File: src/hdl/tpnd_regs.svh
// Register offsets, reset values and read fill values of the timed pulse next-data block
`ifndef TPND_REGS_SVH
`define TPND_REGS_SVH
`define TPND_ADDR_W 16
`define TPND_OFS_TRIG_SEL 16'hffa1
`define TPND_OFS_EN_B 16'hffa2
`define TPND_OFS_EN_A 16'hffa3
`define TPND_OFS_ND_B_UP 16'hffa4
`define TPND_OFS_ND_A_UP 16'hffa5
`define TPND_OFS_ND_B_LO 16'hffa6
`define TPND_OFS_ND_A_LO 16'hffa7
`define TPND_OFS_PORT_A 16'hffd3
`define TPND_OFS_PORT_B 16'hffd6
`define TPND_RST_BYTE 8'h00
`define TPND_RST_TRIG_SEL 8'hff
`define TPND_RSVD_ONES 8'hff
`define TPND_NIB_ONES 4'hf
`define TPND_RDATA_PAD 24'h000000
`endif

File: src/hdl/tpnd_pkg.sv
// Types shared by the timed pulse next-data block
package tpnd_pkg;
  typedef logic [7:0] tpnd_byte_t;
  typedef logic [1:0] tpnd_chan_t;
endpackage

File: src/hdl/tpnd_top.sv
// Next-data staging, enables and trigger-time transfer to the pulse output ports
//
// The APB register port was left to the implementer.
`timescale 1ns/1ps
`include "tpnd_regs.svh"

module tpnd_top
  import tpnd_pkg::*;
#(
  parameter int NUM_CHAN = 4
) (
  input wire logic pclk,
  input wire logic presetn,
  input wire logic hw_standby,
  input wire logic psel,
  input wire logic penable,
  input wire logic pwrite,
  input wire logic [31:0] paddr,
  input wire logic [31:0] pwdata,
  input wire logic [3:0] pstrb,
  output logic [31:0] prdata,
  output logic pready,
  output logic pslverr,
  input wire logic [NUM_CHAN-1:0] cmp_match,
  output logic [15:0] pulse_out
);

  tpnd_byte_t next_data_a_ff, next_data_b_ff;
  tpnd_byte_t transfer_enable_a_ff, transfer_enable_b_ff;
  tpnd_byte_t port_a_output_data_ff, port_b_output_data_ff;
  tpnd_byte_t trigger_select_ff;
  logic [31:0] prdata_ff;
  logic pready_ff, pslverr_ff;
  logic [15:0] pulse_out_ff;

  // Access phase completes in its second cycle: setup, then two access cycles (one wait state)
  wire logic acc = psel & penable & ~pready_ff;
  wire logic wr = acc & pwrite & pstrb[0];
  wire logic [15:0] ofs = paddr[15:0];
  wire logic [31:16] hi_ofs = paddr[31:16];
  wire logic hi_ok = (hi_ofs == 16'hffff);
  wire tpnd_byte_t wb = pwdata[7:0];

  wire logic sel_ts = hi_ok & (ofs == `TPND_OFS_TRIG_SEL);
  wire logic sel_eb = hi_ok & (ofs == `TPND_OFS_EN_B);
  wire logic sel_ea = hi_ok & (ofs == `TPND_OFS_EN_A);
  wire logic sel_bu = hi_ok & (ofs == `TPND_OFS_ND_B_UP);
  wire logic sel_au = hi_ok & (ofs == `TPND_OFS_ND_A_UP);
  wire logic sel_bl = hi_ok & (ofs == `TPND_OFS_ND_B_LO);
  wire logic sel_al = hi_ok & (ofs == `TPND_OFS_ND_A_LO);
  wire logic sel_pa = hi_ok & (ofs == `TPND_OFS_PORT_A);
  wire logic sel_pb = hi_ok & (ofs == `TPND_OFS_PORT_B);
  wire logic mapped = sel_ts | sel_eb | sel_ea | sel_bu | sel_au | sel_bl | sel_al | sel_pa | sel_pb;

  // Per-group trigger source and shared/separate decode
  wire tpnd_chan_t g0_ch = trigger_select_ff[1:0];
  wire tpnd_chan_t g1_ch = trigger_select_ff[3:2];
  wire tpnd_chan_t g2_ch = trigger_select_ff[5:4];
  wire tpnd_chan_t g3_ch = trigger_select_ff[7:6];
  wire logic shared_a = (g0_ch == g1_ch);
  wire logic shared_b = (g2_ch == g3_ch);

  wire logic [3:0] grp_fire;
  assign grp_fire[0] = cmp_match[g0_ch];
  assign grp_fire[1] = cmp_match[g1_ch];
  assign grp_fire[2] = cmp_match[g2_ch];
  assign grp_fire[3] = cmp_match[g3_ch];

  // Next-data write masks per address mapping
  wire tpnd_byte_t nda_wmask = sel_au ? (shared_a ? 8'hff : 8'hf0) :
                               (sel_al & ~shared_a) ? 8'h0f : 8'h00;
  wire tpnd_byte_t ndb_wmask = sel_bu ? (shared_b ? 8'hff : 8'hf0) :
                               (sel_bl & ~shared_b) ? 8'h0f : 8'h00;
  wire tpnd_byte_t nda_wdata = sel_al ? {wb[3:0], wb[3:0]} : wb;
  wire tpnd_byte_t ndb_wdata = sel_bl ? {wb[3:0], wb[3:0]} : wb;
  wire tpnd_byte_t nxt_next_data_a = wr ? ((next_data_a_ff & ~nda_wmask) | (nda_wdata & nda_wmask))
                                        : next_data_a_ff;
  wire tpnd_byte_t nxt_next_data_b = wr ? ((next_data_b_ff & ~ndb_wmask) | (ndb_wdata & ndb_wmask))
                                        : next_data_b_ff;

  // Trigger transfer mask and software write mask for the port data bits
  wire tpnd_byte_t xfer_a = {{4{grp_fire[1]}}, {4{grp_fire[0]}}} & transfer_enable_a_ff;
  wire tpnd_byte_t xfer_b = {{4{grp_fire[3]}}, {4{grp_fire[2]}}} & transfer_enable_b_ff;
  wire tpnd_byte_t swm_a = (wr & sel_pa) ? ~transfer_enable_a_ff : 8'h00;
  wire tpnd_byte_t swm_b = (wr & sel_pb) ? ~transfer_enable_b_ff : 8'h00;
  wire tpnd_byte_t nxt_port_a = (port_a_output_data_ff & ~xfer_a & ~swm_a) | (next_data_a_ff & xfer_a) | (wb & swm_a);
  wire tpnd_byte_t nxt_port_b = (port_b_output_data_ff & ~xfer_b & ~swm_b) | (next_data_b_ff & xfer_b) | (wb & swm_b);

  // Read mux; unused nibbles and reserved locations read as ones
  wire tpnd_byte_t rd_au = shared_a ? next_data_a_ff : {next_data_a_ff[7:4], `TPND_NIB_ONES};
  wire tpnd_byte_t rd_al = shared_a ? `TPND_RSVD_ONES : {`TPND_NIB_ONES, next_data_a_ff[3:0]};
  wire tpnd_byte_t rd_bu = shared_b ? next_data_b_ff : {next_data_b_ff[7:4], `TPND_NIB_ONES};
  wire tpnd_byte_t rd_bl = shared_b ? `TPND_RSVD_ONES : {`TPND_NIB_ONES, next_data_b_ff[3:0]};
  wire tpnd_byte_t rd_byte = sel_ts ? trigger_select_ff :
                             sel_eb ? transfer_enable_b_ff :
                             sel_ea ? transfer_enable_a_ff :
                             sel_bu ? rd_bu :
                             sel_au ? rd_au :
                             sel_bl ? rd_bl :
                             sel_al ? rd_al :
                             sel_pa ? port_a_output_data_ff :
                             sel_pb ? port_b_output_data_ff : `TPND_RST_BYTE;

  // Next-data and port data storage; hardware standby acts as a synchronous clear
  always_ff @(posedge pclk or negedge presetn) begin
    if (!presetn) begin
      next_data_a_ff <= `TPND_RST_BYTE;
      next_data_b_ff <= `TPND_RST_BYTE;
      port_a_output_data_ff <= `TPND_RST_BYTE;
      port_b_output_data_ff <= `TPND_RST_BYTE;
    end else if (hw_standby) begin
      next_data_a_ff <= `TPND_RST_BYTE;
      next_data_b_ff <= `TPND_RST_BYTE;
      port_a_output_data_ff <= `TPND_RST_BYTE;
      port_b_output_data_ff <= `TPND_RST_BYTE;
    end else begin
      next_data_a_ff <= nxt_next_data_a;
      next_data_b_ff <= nxt_next_data_b;
      port_a_output_data_ff <= nxt_port_a;
      port_b_output_data_ff <= nxt_port_b;
    end
  end

  // Enables and trigger select
  always_ff @(posedge pclk or negedge presetn) begin
    if (!presetn) begin
      transfer_enable_a_ff <= `TPND_RST_BYTE;
      transfer_enable_b_ff <= `TPND_RST_BYTE;
      trigger_select_ff <= `TPND_RST_TRIG_SEL;
    end else if (hw_standby) begin
      transfer_enable_a_ff <= `TPND_RST_BYTE;
      transfer_enable_b_ff <= `TPND_RST_BYTE;
      trigger_select_ff <= `TPND_RST_TRIG_SEL;
    end else begin
      if (wr & sel_ea) begin
        transfer_enable_a_ff <= wb;
      end
      if (wr & sel_eb) begin
        transfer_enable_b_ff <= wb;
      end
      if (wr & sel_ts) begin
        trigger_select_ff <= wb;
      end
    end
  end

  // Bus answer and pin register
  always_ff @(posedge pclk or negedge presetn) begin
    if (!presetn) begin
      pready_ff <= 1'b0;
      pslverr_ff <= 1'b0;
      prdata_ff <= {`TPND_RDATA_PAD, `TPND_RST_BYTE};
      pulse_out_ff <= {`TPND_RST_BYTE, `TPND_RST_BYTE};
    end else begin
      pready_ff <= acc;
      pslverr_ff <= acc & ~mapped;
      prdata_ff <= (acc & ~pwrite) ? {`TPND_RDATA_PAD, rd_byte} : {`TPND_RDATA_PAD, `TPND_RST_BYTE};
      // Pins follow the port data registers, so hardware standby clears them in the same edge
      pulse_out_ff <= hw_standby ? {`TPND_RST_BYTE, `TPND_RST_BYTE} : {nxt_port_b, nxt_port_a};
    end
  end

  assign prdata = prdata_ff;
  assign pready = pready_ff;
  assign pslverr = pslverr_ff;
  assign pulse_out = pulse_out_ff;

endmodule

File: config.mk
export PLATFORM = sky130hd
export DESIGN_NAME = tpnd_top
export DESIGN_NICKNAME = d
export VERILOG_FILES = /design/src/hdl/tpnd_pkg.sv /design/src/hdl/tpnd_top.sv
export VERILOG_INCLUDE_DIRS = /design/src /design/src/hdl
export SDC_FILE = /design/constraint.sdc
export NUM_CORES = 1
export LEC_CHECK = 0
export ABC_AREA = 1
export BUFFER_PORTS_ARGS = -buffer_cell sky130_fd_sc_hd__clkbuf_2
export CORE_ASPECT_RATIO = 0.7
export CORE_MARGIN = 5
export CORE_UTILIZATION = 40
export CTS_CLUSTER_SIZE = 25
export DETAILED_ROUTE_END_ITERATION = 7
export GPL_ROUTABILITY_DRIVEN = 1
export PLACE_DENSITY = 0.7
export SYNTH_ARGS = -nofsm -noshare
export SYNTH_HDL_FRONTEND = slang
export SYNTH_SLANG_ARGS = --single-unit
export TNS_END_PERCENT = 1
File: constraint.sdc
create_clock -name pclk -period 1.52 [get_ports pclk]
set_input_delay 0.076 -clock pclk [delete_from_list [all_inputs] [get_ports pclk]]
set_output_delay 0.076 -clock pclk [all_outputs]
set_load 0.02 [all_outputs]
==> qor.txt <==
status - finished, violations left
failing checks - negative setup slack
row cnt - 31
Worst EP required - 1.74 ns
pwr dens - 813.9 nW/um^2
RSZ-0062 raised after global routing - true
minimum clock period - 1.645 ns
final instance area - 5838 um^2
via count - 4,733
area delta synth->final - 34.78%
Final period util - 108.2%
hpwl dp - 11,660 um
total global-route track usage - 22.69%
Final Setup Violations - 25
GRT overflow - 0
port buffer count - 76
routed wire length - 14,980 um
final clock skew - 0.004844 ns
CTS tree - yes
CP max-delay cell - dfstp_2
clk root buf - clkbuf_16
Final Hold Vio Count - 0
max-slew violations - 0
Unique masters post-synth - 38
Die ar. - 13,040 um^2
type of the worst min-delay path - input port to flip-flop
H-tree depth - 3
via count of the first global-routing pass - 4,496
VDD IR-drop max - 0.5389 mV
DRT Pass-1 Iters - 5
kind of critical path - flip-flop to flip-flop
syn avg cell area - 7.089 um^2
kind of start point of the critical path - flip-flop
routability cong. - 1.052
core area - 10,470 um^2
Finished Layout Cells - 895
met2 wire len - 6348 um
Routed Antenna Nets - 0
largest net degree at the start of global routing - 67
Avg Vias per Cell - 5.288
Placed Cells - 876
# diodes - 0
CP most frequent cell - nand2_1
number of buffers created by CTS - 9
DRC - 0
Synth Warn # - 0
Final nets - 836
Area after DPL - 5318 um^2
Starting Density - 41.36%
post-route worst setup slack - -0.1251 ns
# IOs - 128
first-pass GRT wire length - 23,410 um
clock sinks - 66
Clk pin slew, worst setup/hold paths - 0.05 ns
DRT iter0 DRCs - 427
met3 wire length - 1716 um
synthesized cell area - 4332 um^2
share of cells above drive strength 1 - 31.98%
share of flip-flops with an asynchronous set or reset - 100.0%
CP Cell Sequence - xnor2_1 -> nand3_1 -> inv_1 -> nand2_1 -> nand2_2 -> nand2_1 -> nand3_1 -> nand2_1 -> a21oi_1 -> nor2_1
top layer in use - met4
most frequent cells in the layout - nand2_1 (134), inv_1 (80), clkbuf_2 (76)
Routed WL per cell - 16.74 um
fmax - 607.8 MHz
clock tree buffer depth - 2
chip height - 97.07 um
commonest non-fill, non-tap cell in the layout - nand2_1
Post-synth EDFFs - 0
antenna violations before repair - 0
Max-Cap Viols - 0
CP peak stage delay - 0.56 ns
data arrival time of the critical path - 1.87 ns
Synth Register Bits - 66
wire length on met1 - 6766 um
Seq/Total Area, Yosys - 38.36%
Primary FF master, synth - dfrtp_1
synthesized instance count - 611
crit path capture type - flip-flop
crit-path max FO - 5
worst-skew pair later-pin latency - 0.34 ns
LEAKAGE - 2.972 nW
sum of negative setup slack - -1.356 ns
Die X - 134.4 um
## path summary, 6_finish.rpt
path,start,endpoint,slack (ns),cells after the start
max,trigger_select_ff[2],prdata[2],-0.13,10
min,pwdata[3],trigger_select_ff[3],0.02,3
max reg2reg,trigger_select_ff[2],prdata[2],-0.13,10
min reg2reg,next_data_a_ff[2],next_data_a_ff[2],0.50,2
max in group asynchronous,presetn,trigger_select_ff[0],0.91,3
min in group asynchronous,presetn,pready,0.28,3
## flip-flops by register name, indices dropped and copies added, names as in the netlist
name and count:
prdata 8, next_data_a_ff 8, pslverr 1, transfer_enable_a_ff 8
pulse_out 3, pready 1, port_b_output_data_ff 6, transfer_enable_b_ff 8
trigger_select_ff 8, port_a_output_data_ff 7, next_data_b_ff 8
## cell usage after synthesis (all sizes together) (8+ instances only)
cell	count	area share [%]
nand2	153	14
inv	94	8.2
o21ai	74	9.3
dfrtp	58	34
nor2	51	6.2
a21oi	38	4.5
nand3	38	4.8
buf	31	5.2
a31oi	12	1.7
nor3	11	1.3
o31ai	11	1.9
o22ai	9	1.3
dfstp	8	4.9
## final cells by class
class | instances | area, um^2
fillers | 991 | 4634
multi-input cells | 438 | 2322
flip-flops and latches | 66 | 1662
repair buffers | 148 | 1023
inverters | 95 | 359.1
clock buffers | 12 | 256.5
well taps | 132 | 165.2
clock inverters | 4 | 50.05
## cell families (layout without fill, tap and decap cells)
family,Yosys count,in the layout,share of synthesized area [%]
AND/OR/NAND/NOR,261,261,27.21
AO/OA/AOI/OAI,151,151,20.13
buffers and inverters,130,259,13.81
flip-flops,66,66,38.36
XOR/XNOR,2,2,0.4045
other,1,24,0.08657
## layer usage
layer	vias to the layer above	global-route usage [%]
met2	241	31.97
met4	0	5.399
met3	18	7.764
li1	2252	-
met1	2222	33.26
met5	-	0
## report_power, final
part / leakage (nW) / switching, W / internal, W / total [W]
clock network: 0.145 / 0.000786 / 0.00136 / 0.00214
logic: 1.95 / 0.000468 / 0.000255 / 0.000723
registers: 0.878 / 0.0000563 / 0.00183 / 0.00189
total: 2.97 / 0.00131 / 0.00344 / 0.00475
## stage by stage
step | hold WS, ns | setup WS, ns | utilization [%] | power (W)
3_5_place_dp | 0.1254 | -0.2341 | 50.78 | 0.002543
6_report | 0.01918 | -0.1251 | 55.75 | 0.004751
3_3_place_gp | 0.1294 | -0.2087 | 50.78 | 0.002538
4_1_cts | 0.003254 | -0.07179 | 54.46 | 0.004727
5_1_grt | 0.04418 | -0.1868 | 55.75 | 0.004923
2_1_floorplan | -0.2196 | -0.05224 | - | 0.002263
## timing repair
action / 4_1_cts / 5_1_grt
buffers inserted: 1 / 1
setup endpoints to repair: 36 / 50
pin swaps: 14 / 13
endpoints found under the hold margin: 59 / 0
gates resized for setup: 29 / 37
hold buffers: 2 / 0
## critical path, delay by kind of cell, from the launching register on
family	cells	cell delay, ns
and+or+nand+nor	7	0.62
buffers and inverters	1	0.07
DFF	1	0.56
AOI/OAI and AO/OA	1	0.16
xor gates and xnor gates	1	0.13
No activity file was read; power rests on OpenSTA's default activity.
